--- src/inc/ffwg_pkg.sv ---
// Constants for the fast forcing and write guard block
package ffwg_pkg;
    localparam int          ADDR_W            = 32;
    localparam int          DATA_W            = 32;
    localparam logic [31:0] OFF_SPURIOUS      = 32'hfffff134;
    localparam logic [31:0] OFF_DEBUG_CTRL    = 32'hfffff138;
    localparam logic [31:0] OFF_FORCE_SET     = 32'hfffff140;
    localparam logic [31:0] OFF_FORCE_CLEAR   = 32'hfffff144;
    localparam logic [31:0] OFF_FORCE_STATE   = 32'hfffff148;
    localparam logic [31:0] OFF_GUARD_MODE    = 32'hfffff1e4;
    localparam logic [31:0] OFF_GUARD_STATUS  = 32'hfffff1e8;
    localparam logic [31:0] OFF_IRQ_STATUS    = 32'hfffff1f0;
    localparam logic [31:0] OFF_IRQ_MASK      = 32'hfffff1f4;
    localparam logic [31:0] BLOCK_BASE        = 32'hfffff000;
    localparam logic [23:0] GUARD_KEY_VALUE   = 24'h414943;
    localparam int          GUARD_KEY_LSB     = 8;
    localparam int          GUARD_EN_BIT      = 0;
    localparam int          VIOL_FLAG_BIT     = 0;
    localparam int          VIOL_SRC_LSB      = 8;
    localparam int          VIOL_SRC_W        = 16;
    localparam int          DEBUG_CTRL_W      = 2;
    localparam int          FAST_SRC_BIT      = 0;
    localparam int          IRQ_W             = 2;
    localparam int          IRQ_VIOLATION     = 0;
    localparam int          IRQ_BAD_KEY       = 1;
    localparam logic [31:0] RST_FORCE         = 32'h0000_0000;
    localparam logic [31:0] RST_SPURIOUS      = 32'h0000_0000;
    localparam logic [1:0]  RST_DEBUG_CTRL    = 2'h0;
    localparam logic        RST_GUARD_EN      = 1'b0;
    localparam logic [1:0]  RST_IRQ           = 2'h0;
    localparam logic [31:0] RST_RDATA         = 32'h0000_0000;
endpackage : ffwg_pkg

--- src/inc/ffwg_guard_if.sv ---
// Signals between the register front end and the write guard
`timescale 1ns/1ps
interface ffwg_guard_if;
    import ffwg_pkg::*;
    logic                  wr;
    logic                  rd;
    logic [ADDR_W-1:0]     addr;
    logic [DATA_W-1:0]     wdata;
    logic                  guard_en;
    logic                  viol_flag;
    logic [VIOL_SRC_W-1:0] viol_src;
    logic                  blocked;
    logic                  bad_key;
    logic                  viol_event;

    modport front (
        output wr, rd, addr, wdata,
        input  guard_en, viol_flag, viol_src, blocked, bad_key, viol_event
    );
    modport guard (
        input  wr, rd, addr, wdata,
        output guard_en, viol_flag, viol_src, blocked, bad_key, viol_event
    );
endinterface : ffwg_guard_if

--- src/rtl/ffwg_guard.sv ---
// Key-guarded write protection with violation capture
`timescale 1ns/1ps
module ffwg_guard
    import ffwg_pkg::*;
(
    input wire logic   clk_in,
    input wire logic   rst_in,
    ffwg_guard_if.guard gif
);
    logic                  mode_wr;
    logic                  key_ok;
    logic                  status_rd;
    logic                  prot_hit;
    logic [ADDR_W-1:0]     offset;

    assign mode_wr   = gif.wr && (gif.addr == OFF_GUARD_MODE);
    assign key_ok    = gif.wdata[DATA_W-1:GUARD_KEY_LSB] == GUARD_KEY_VALUE;
    assign status_rd = gif.rd && (gif.addr == OFF_GUARD_STATUS);
    assign prot_hit  = gif.wr && gif.guard_en
                       && (gif.addr == OFF_SPURIOUS || gif.addr == OFF_DEBUG_CTRL);
    assign offset    = gif.addr - BLOCK_BASE;

    assign gif.blocked    = prot_hit;
    assign gif.bad_key    = mode_wr && !key_ok;
    assign gif.viol_event = prot_hit;

    // Enable changes only with the correct key
    always_ff @(posedge clk_in or posedge rst_in) begin
        if (rst_in) begin
            gif.guard_en <= RST_GUARD_EN;
        end else if (mode_wr && key_ok) begin
            gif.guard_en <= gif.wdata[GUARD_EN_BIT];
        end
    end

    // Violation capture; a new violation wins over the read clear
    always_ff @(posedge clk_in or posedge rst_in) begin
        if (rst_in) begin
            gif.viol_flag <= 1'b0;
            gif.viol_src  <= '0;
        end else if (prot_hit) begin
            gif.viol_flag <= 1'b1;
            gif.viol_src  <= offset[VIOL_SRC_W-1:0];
        end else if (status_rd) begin
            gif.viol_flag <= 1'b0;
        end
    end
endmodule : ffwg_guard

--- src/rtl/ffwg_top.sv ---
// Fast forcing selection, protected configuration and write guard
//
// Decided for this implementation: the plain strobed port.
`timescale 1ns/1ps

module ffwg_top
    import ffwg_pkg::*;
#(
    parameter int NUM_SRC = 32
) (
    input  wire logic                    clk_in,
    input  wire logic                    rst_in,
    input  wire logic [ADDR_W-1:0]       addr_in,
    input  wire logic [DATA_W-1:0]       wdata_in,
    input  wire logic                    wr_in,
    input  wire logic                    rd_in,
    output logic      [DATA_W-1:0]       rdata_out,
    output logic      [NUM_SRC-1:0]      forcing_mask_out,
    output logic      [DATA_W-1:0]       spurious_vector_out,
    output logic      [DEBUG_CTRL_W-1:0] debug_control_out,
    output logic                         guard_enabled_out,
    output logic                         irq_out
);

    if (NUM_SRC < 2 || NUM_SRC > DATA_W) begin : g_bad_num_src
        $error("NUM_SRC must lie between 2 and the data width");
    end

    ffwg_guard_if gif ();

    // Address decode
    logic hit_force_set;
    logic hit_force_clear;
    logic hit_force_state;
    logic hit_spurious;
    logic hit_debug;
    logic hit_mode;
    logic hit_status;
    logic hit_irq_status;
    logic hit_irq_mask;

    assign hit_force_set   = addr_in == OFF_FORCE_SET;
    assign hit_force_clear = addr_in == OFF_FORCE_CLEAR;
    assign hit_force_state = addr_in == OFF_FORCE_STATE;
    assign hit_spurious    = addr_in == OFF_SPURIOUS;
    assign hit_debug       = addr_in == OFF_DEBUG_CTRL;
    assign hit_mode        = addr_in == OFF_GUARD_MODE;
    assign hit_status      = addr_in == OFF_GUARD_STATUS;
    assign hit_irq_status  = addr_in == OFF_IRQ_STATUS;
    assign hit_irq_mask    = addr_in == OFF_IRQ_MASK;

    assign gif.wr    = wr_in;
    assign gif.rd    = rd_in;
    assign gif.addr  = addr_in;
    assign gif.wdata = wdata_in;

    ffwg_guard u_guard (
        .clk_in (clk_in),
        .rst_in (rst_in),
        .gif    (gif)
    );

    // Per-source forcing state
    logic [NUM_SRC-1:0] forcing;
    logic               set_wr;
    logic               clear_wr;

    assign set_wr   = wr_in && hit_force_set;
    assign clear_wr = wr_in && hit_force_clear;

    for (genvar i = 0; i < NUM_SRC; i++) begin : g_src
        if (i == FAST_SRC_BIT) begin : g_fast
            assign forcing[i] = 1'b0;
        end else begin : g_periph
            always_ff @(posedge clk_in or posedge rst_in) begin
                if (rst_in) begin
                    forcing[i] <= RST_FORCE[i];
                end else if (set_wr && wdata_in[i]) begin
                    forcing[i] <= 1'b1;
                end else if (clear_wr && wdata_in[i]) begin
                    forcing[i] <= 1'b0;
                end
            end
        end
    end

    // Forcing mask to the fast line router
    always_ff @(posedge clk_in or posedge rst_in) begin
        if (rst_in) begin
            forcing_mask_out <= RST_FORCE[NUM_SRC-1:0];
        end else begin
            forcing_mask_out <= forcing;
        end
    end

    // Protected configuration registers
    logic [DATA_W-1:0]       spurious;
    logic [DEBUG_CTRL_W-1:0] debug_ctrl;

    always_ff @(posedge clk_in or posedge rst_in) begin
        if (rst_in) begin
            spurious <= RST_SPURIOUS;
        end else if (wr_in && hit_spurious && !gif.blocked) begin
            spurious <= wdata_in;
        end
    end

    always_ff @(posedge clk_in or posedge rst_in) begin
        if (rst_in) begin
            debug_ctrl <= RST_DEBUG_CTRL;
        end else if (wr_in && hit_debug && !gif.blocked) begin
            debug_ctrl <= wdata_in[DEBUG_CTRL_W-1:0];
        end
    end

    always_ff @(posedge clk_in or posedge rst_in) begin
        if (rst_in) begin
            spurious_vector_out <= RST_SPURIOUS;
            debug_control_out   <= RST_DEBUG_CTRL;
            guard_enabled_out   <= RST_GUARD_EN;
        end else begin
            spurious_vector_out <= spurious;
            debug_control_out   <= debug_ctrl;
            guard_enabled_out   <= gif.guard_en;
        end
    end

    // Sticky event status, write one to clear, set wins
    logic [IRQ_W-1:0] irq_status;
    logic [IRQ_W-1:0] irq_mask;
    logic [IRQ_W-1:0] irq_events;
    logic [IRQ_W-1:0] irq_clear;
    logic [IRQ_W-1:0] next_irq_mask;

    always_comb begin
        irq_events                = '0;
        irq_events[IRQ_VIOLATION] = gif.viol_event;
        irq_events[IRQ_BAD_KEY]   = gif.bad_key;
    end

    assign irq_clear = (wr_in && hit_irq_status) ? wdata_in[IRQ_W-1:0] : '0;

    // Line follows the mask in the same cycle the mask changes
    assign next_irq_mask = (wr_in && hit_irq_mask) ? wdata_in[IRQ_W-1:0] : irq_mask;

    always_ff @(posedge clk_in or posedge rst_in) begin
        if (rst_in) begin
            irq_status <= RST_IRQ;
        end else begin
            irq_status <= (irq_status & ~irq_clear) | irq_events;
        end
    end

    always_ff @(posedge clk_in or posedge rst_in) begin
        if (rst_in) begin
            irq_mask <= RST_IRQ;
        end else if (wr_in && hit_irq_mask) begin
            irq_mask <= wdata_in[IRQ_W-1:0];
        end
    end

    always_ff @(posedge clk_in or posedge rst_in) begin
        if (rst_in) begin
            irq_out <= 1'b0;
        end else begin
            irq_out <= |(((irq_status & ~irq_clear) | irq_events) & next_irq_mask);
        end
    end

    // Read multiplexer; write-only and unmapped offsets read zero
    logic [DATA_W-1:0] next_rdata;

    always_comb begin
        next_rdata = '0;
        if (hit_force_state) begin
            next_rdata[NUM_SRC-1:0] = forcing;
        end else if (hit_spurious) begin
            next_rdata = spurious;
        end else if (hit_debug) begin
            next_rdata[DEBUG_CTRL_W-1:0] = debug_ctrl;
        end else if (hit_mode) begin
            next_rdata[GUARD_EN_BIT] = gif.guard_en;
        end else if (hit_status) begin
            next_rdata[VIOL_FLAG_BIT] = gif.viol_flag;
            next_rdata[VIOL_SRC_LSB +: VIOL_SRC_W] = gif.viol_src;
        end else if (hit_irq_status) begin
            next_rdata[IRQ_W-1:0] = irq_status;
        end else if (hit_irq_mask) begin
            next_rdata[IRQ_W-1:0] = irq_mask;
        end
    end

    // Read data stand for one cycle only
    always_ff @(posedge clk_in or posedge rst_in) begin
        if (rst_in) begin
            rdata_out <= RST_RDATA;
        end else if (rd_in) begin
            rdata_out <= next_rdata;
        end else begin
            rdata_out <= RST_RDATA;
        end
    end

endmodule : ffwg_top

--- config.mk ---
export PLATFORM = sky130hd
export DESIGN_NAME = ffwg_top
export DESIGN_NICKNAME = d
export VERILOG_FILES = /design/src/inc/ffwg_pkg.sv /design/src/inc/ffwg_guard_if.sv /design/src/rtl/ffwg_guard.sv /design/src/rtl/ffwg_top.sv
export SDC_FILE = /design/constraint.sdc
export NUM_CORES = 1
export LEC_CHECK = 0
export BUFFER_PORTS_ARGS = -buffer_cell sky130_fd_sc_hd__buf_2
export CAP_MARGIN = 30
export CORE_MARGIN = 4
export CORE_UTILIZATION = 40
export CTS_BUF_LIST = sky130_fd_sc_hd__clkbuf_8
export DETAILED_ROUTE_END_ITERATION = 12
export GPL_TIMING_DRIVEN = 0
export MAX_ROUTING_LAYER = met4
export PLACE_DENSITY = 0.71
export SETUP_SLACK_MARGIN = 0.5
export SLEW_MARGIN = 20
export SYNTH_ARGS = -nofsm -noshare
export SYNTH_HDL_FRONTEND = slang
export SYNTH_HIERARCHICAL = 1
export SYNTH_SLANG_ARGS = --single-unit
export TNS_END_PERCENT = 10
--- constraint.sdc ---
create_clock -name clk_in -period 7.5 [get_ports clk_in]
set_input_delay 0.75 -clock clk_in [delete_from_list [all_inputs] [get_ports clk_in]]
set_output_delay 0.75 -clock clk_in [all_outputs]
set_load 0.01 [all_outputs]
-- After elaboration in Yosys (flattened, before gate mapping)
Cells that the tools add are included.
- ROM bits: 0
- register bits after elaboration: 186
- output and inout bits: 100
- bits in latches: 0
- memories kept: 0
- bits in writable memories: 0
- shifts and indexed selects: 0
- $add $sub $neg: 1
- bitwise gates (word level): 4
- mux-type cells: 82
- eq/ne operators: 10
- multipliers: 0
- magnitude comparators: 0
- divide/modulo/power cells: 0
- reduce and logical (&&, ||, !) cells: 112
- operators with widths (cell ; count):
    $eq A32 B32 Y1 const B ; 9
    $logic_and A1 B1 Y1 ; 76
    $mux W1 ; 68
    $mux W16 ; 4
    $mux W32 ; 2
    $reduce_bool A2 Y1 ; 32
    $eq A24 B23 Y1 const B ; 1
    $sub A16 B16 Y16 const B ; 1
    $mux W2 ; 6
    $mux W8 ; 1
    $mux W6 ; 1
    $and A2 B2 Y2 ; 2
    $logic_not A1 Y1 ; 2
    $not A2 Y2 ; 1
    $or A2 B2 Y2 ; 1
    $reduce_or A2 Y1 ; 1
    $logic_or A1 B1 Y1 ; 1

-- Logic depth before layout (Yosys ltp)
- word-level depth: 9
- gate-level depth with buffers: 8
- gate-level depth less buffers: 7

-- Cells and area by module
The synthesis kept the hierarchy.
- modules (own cells, without submodules) (module ; sequential area each (µm²) ; area an instance (µm²) ; instances ; cells an instance):
    ffwg_top ; 4204.0 ; 5880.6 ; 1 ; 400
    ffwg_guard ; 450.4 ; 991.0 ; 1 ; 87

-- Worst setup path after synthesis
Ideal clock, no wire load.
- path type: input port to flip-flop
- from: in addr_in[1]
- to: reg spurious[20]
- stages on the path: 6
- arrival: 2.663 ns
- slack: 4.712 ns
- cells stage by stage: or4b_1 -> nor4_2 -> nand3_1 -> nor3_2 -> buf_2 -> mux2_2
- word-level cells in the longest chain between the ends: 5
- elaborated cells on any way between the ends: 7
- ends and longest elaborated chain (item ; line ; RTL):
    start: declaration ; ffwg_top.sv:13 ; input wire logic [ADDR_W-1:0] addr_in,
    $eq A32 B32 Y1 (on tied branches) ; ffwg_guard.sv:20, ffwg_top.sv:45 ;
    $logic_or A1 B1 Y1 ; ffwg_guard.sv:20 ; && (gif.addr == OFF_SPURIOUS || gif.addr == OFF_DEBUG_CTRL);
    $logic_and A1 B1 Y1 ; ffwg_guard.sv:20 ;
    $logic_not A1 Y1 ; ffwg_top.sv:103 ; end else if (wr_in && hit_spurious && !gif.blocked) begin
    $logic_and A1 B1 Y1 (*) ; ffwg_top.sv:103 ;
    end signal: assignment ; ffwg_top.sv:104 ; spurious <= wdata_in;
    end: declaration ; ffwg_top.sv:97 ; logic [DATA_W-1:0] spurious;
Mark *: on every way between the ends. The rest lies on a longest branch, timed or not.
A chain may end at the register's enable or synchronous reset.

-- Final worst setup path
- from: in addr_in[1]
- to: reg spurious[5]
Same word-level chain as after synthesis.

==> results.json <==
{
  "clk_latency_ns": 0.46,
  "timing_worst_setup_path_type": "primary input to flop",
  "maxSlewViolCount": 0,
  "period_share_pct": 40.3,
  "io_buffer_count": 166,
  "cp_max_fo": 10,
  "synth-seq-cells": 186,
  "synthSimpleGateAreaFrac_pct": 10.3,
  "cp-startpoint": "addr_in[1]",
  "synth_edf_count": 0,
  "fin_skew_ns": 0.0153,
  "synth_top_family_by_area": "compound AO/OA/AOI/OAI gates",
  "multi_input_area_mm2": 0.00204,
  "avgSynthCellArea_um2": 14.1,
  "seq_area_mm2": 0.00465,
  "placed_cell_area_mm2": 0.00802,
  "pin_count": 168,
  "root_buffer": "clkbuf_8",
  "ys_types": 52,
  "reg2reg_from": "u_guard/gif.guard_en$_DFFE_PP0P_",
  "yosys.area.top_type": "dfrtp_1",
  "p_int_mw": 1.29,
  "finalSetupViolations": 0,
  "area_delta_synth_final_pct": 22.4,
  "coreArea_mm2": 0.0167,
  "max_stage_delay_ns": 0.55,
  "die_area_mm2": 0.0193,
  "cts_resized": 0,
  "end_kind": "flop",
  "rsz0062_at_grt": "false",
  "final_cell_area_mm2": 0.00841,
  "num_rows": 47,
  "cellLeakagePower_nw": 4.40,
  "grt_pass1_wl_um": 29000,
  "fmax_mhz": 331,
  "setup_ws_ns": 4.48,
  "synth_mux_area_share_pct": 8.25,
  "r2r_slack_ns": 5.50,
  "r2r_end": "spurious[5]$_DFFE_PP0P_",
  "reg2regPathDepth": 5,
  "hold_slack_ns": 0.344,
  "die_h_um": 139,
  "drtPass1Iterations": 6,
  "drtIter0Drc": 314,
  "cts.sinks": 186,
  "worst_slew_pin_slew_ns": 1.01,
  "grt_max_degree": 95,
  "grt_pass1_vias": 5316,
  "yosysTopAreaCellShare_pct": 67.7,
  "ys_top_cells_by_count": "dfrtp_1, mux2_2, a21oi_1",
  "p_clk_share_pct": 37.5,
  "p_sw_share_pct": 25.2,
  "pwr-share-comb_pct": 4.3,
  "switching_power_mw": 0.434,
  "synth_xor_area_share_pct": 0.255,
  "tritoncts": "yes",
  "synth-main-ff-cell": "dfrtp_1",
  "ys_seq_area_share_pct": 67.7,
  "pwr-share-seq_pct": 58.2,
  "hold_class": "primary input to asynchronous set/reset pin",
  "path_clk_slew_ns": 0.10,
  "gp_congestion": 0.849,
  "finalSetupTns_ns": 0,
  "routed_wl_um": 18100,
  "drive_gt1_share_pct": 37.7,
  "slew-limit-headroom_pct": 32.6,
  "initial_core_util_pct": 41.1,
  "required_ns": 7.84,
  "synthAdderAreaFrac_pct": 0.182,
  "post-dp-hpwl_um": 13000,
  "placed_cells": 875,
  "cts_hold_buf": 0,
  "synth_compound_area_share_pct": 10.7,
  "critPathTopFamily": "simple AND/OR/NAND/NOR gates",
  "ir_worst_vdd_uv": 111,
  "worst_path_max_delay_cell": "or4b_1",
  "status": "completed",
  "diodes": 0,
  "wire_per_inst_um": 20.0,
  "overflow": 0,
  "cts_made_buffers": 17,
  "cp_cell_sequence": "buf_2, or4b_1, nor4_2, nand3_1, nor3_2, buf_2, mux2_2",
  "clockBufferDepth": 2,
  "netlist_instances": 487,
  "synth_nets": 556,
  "via_count": 4912,
  "track_usage_pct": 19.7,
  "crit_arrival_ns": 3.36,
  "cts_setup_buffers": 0,
  "crit_top_cell": "buf_2",
  "synth.most_common_cell": "dfrtp_1",
  "antenna_found_initial": 0,
  "cap_violations": 0,
  "hold_violations": 0,
  "place_ws_ns": 4.00,
  "nFillCells": 1490,
  "async_flop_share_pct": 100,
  "crit_buf_inv": 2,
  "drt-vias-per-instance": 5.42,
  "dieWidth_um": 139,
  "final_antenna_net_count": 0,
  "final_nets": 743,
  "htreeDepth": 4,
  "cp-start-kind": "primary input",
  "syn_area_mm2": 0.00687,
  "stdcell_count": 907,
  "yosysWarnings": 6,
  "drc": 0,
  "finalCriticalPeriod_ns": 3.02,
  "synth_area_leaders": "dfrtp_1, mux2_2, a31oi_1, o2bb2ai_1, a22o_1",
  "power_density_mw_per_mm2": 205
}
==> worst max path at each step <==
stage / end / slack (ns) / cells after the start
after floorplan: debug_control_out[0]$_DFF_PP0_ / 2.20 / 1
after CTS: spurious[5]$_DFFE_PP0P_ / 4.50 / 7
after global routing: spurious[5]$_DFFE_PP0P_ / 4.35 / 7
after global placement: spurious_vector_out[27]$_DFF_PP0_ / 0.78 / 2
after detailed placement: spurious[29]$_DFFE_PP0P_ / 4.00 / 7
final: spurious[5]$_DFFE_PP0P_ / 4.48 / 7
==> state kept, by name, summed over array words and instances, names as in the netlist, 2 cells and up <==
register,cells
forcing,31
rdata_out,32
irq_mask,2
debug_ctrl,2
forcing_mask_out,31
debug_control_out,2
irq_status,2
spurious_vector_out,32
u_guard/gif.viol_src,16
spurious,32
==> layout make-up <==
class,count,share of cell area [%]
plain buffers,24,1.47
clock buffers,19,3.11
clock inverters,13,1.59
inverters,14,0.714
multi-input cells,263,24.3
flip-flops and latches,186,55.3
well taps,220,3.27
repair buffers,168,10.3
==> cell families (layout without fill, tap and decap cells) <==
logic type               after synthesis  count (layout)
AND/OR/NAND/NOR                      105             105
XOR/XNOR                               2               2
AO/OA/AOI/OAI                        104             104
buffers and inverters                 38             238
adder cells (fa/ha/maj)                1               1
flip-flops                           186             186
multiplexers                          50              50
other                                  1               1
==> cell usage in the layout, fill, tap and decap left out, types with 3 or more instances in the layout <==
cell type  instances
inv_8              4
nor4b_1            6
nor2_1             8
and2_2             8
nor4_1             5
mux2i_1            9
mux2_2            29
a21oi_1           25
a31oi_1           24
nand2_1           17
a22oi_1           16
and4_1             4
or2b_1             3
nand4b_1           3
inv_6              3
and4b_1            3
mux2_1             8
buf_2            173
clkinv_4           3
mux2_4             4
a22o_1            15
o2bb2ai_1         17
clkbuf_1          14
inv_1             13
dfrtp_1          186
nand3_1            7
nor3_1             7
nand4_1           15
clkbuf_8          19
==> metrics by stage <==
step	power, mW	util [%]
floorplan	1.05	-
finish	1.72	50.4
CTS	1.74	50.4
global placement	1.09	47.8
global route	1.79	50.4
detailed placement	1.10	48.0
==> worst reg2reg max path, cell delays in order (launching register included) <==
cell	delay (ns)
dfrtp_1	0.42
nand4_1	0.13
nor3_1	0.12
nor3_2	0.43
buf_2	0.40
mux2_2	0.38
==> power by group through the flow <==
stage	clock, mW	combinational (mW)	sequential, mW
2_1_floorplan	0	0.0295	1.02
3_3_place_gp	0	0.0694	1.02
3_5_place_dp	0	0.0748	1.02
4_1_cts	0.659	0.0750	1.00
5_1_grt	0.707	0.0832	1.00
6_report	0.646	0.0742	1.00
==> metal layers <==
metal	track usage, %	share of wire [%]	routed length (µm)
met2	31.7	50	9020
met1	25.0	43	7810
met5	-	0	0
met3	4.66	5.4	984
met4	6.33	1.6	290
Note: power is estimated with default switching activity, not from simulation.
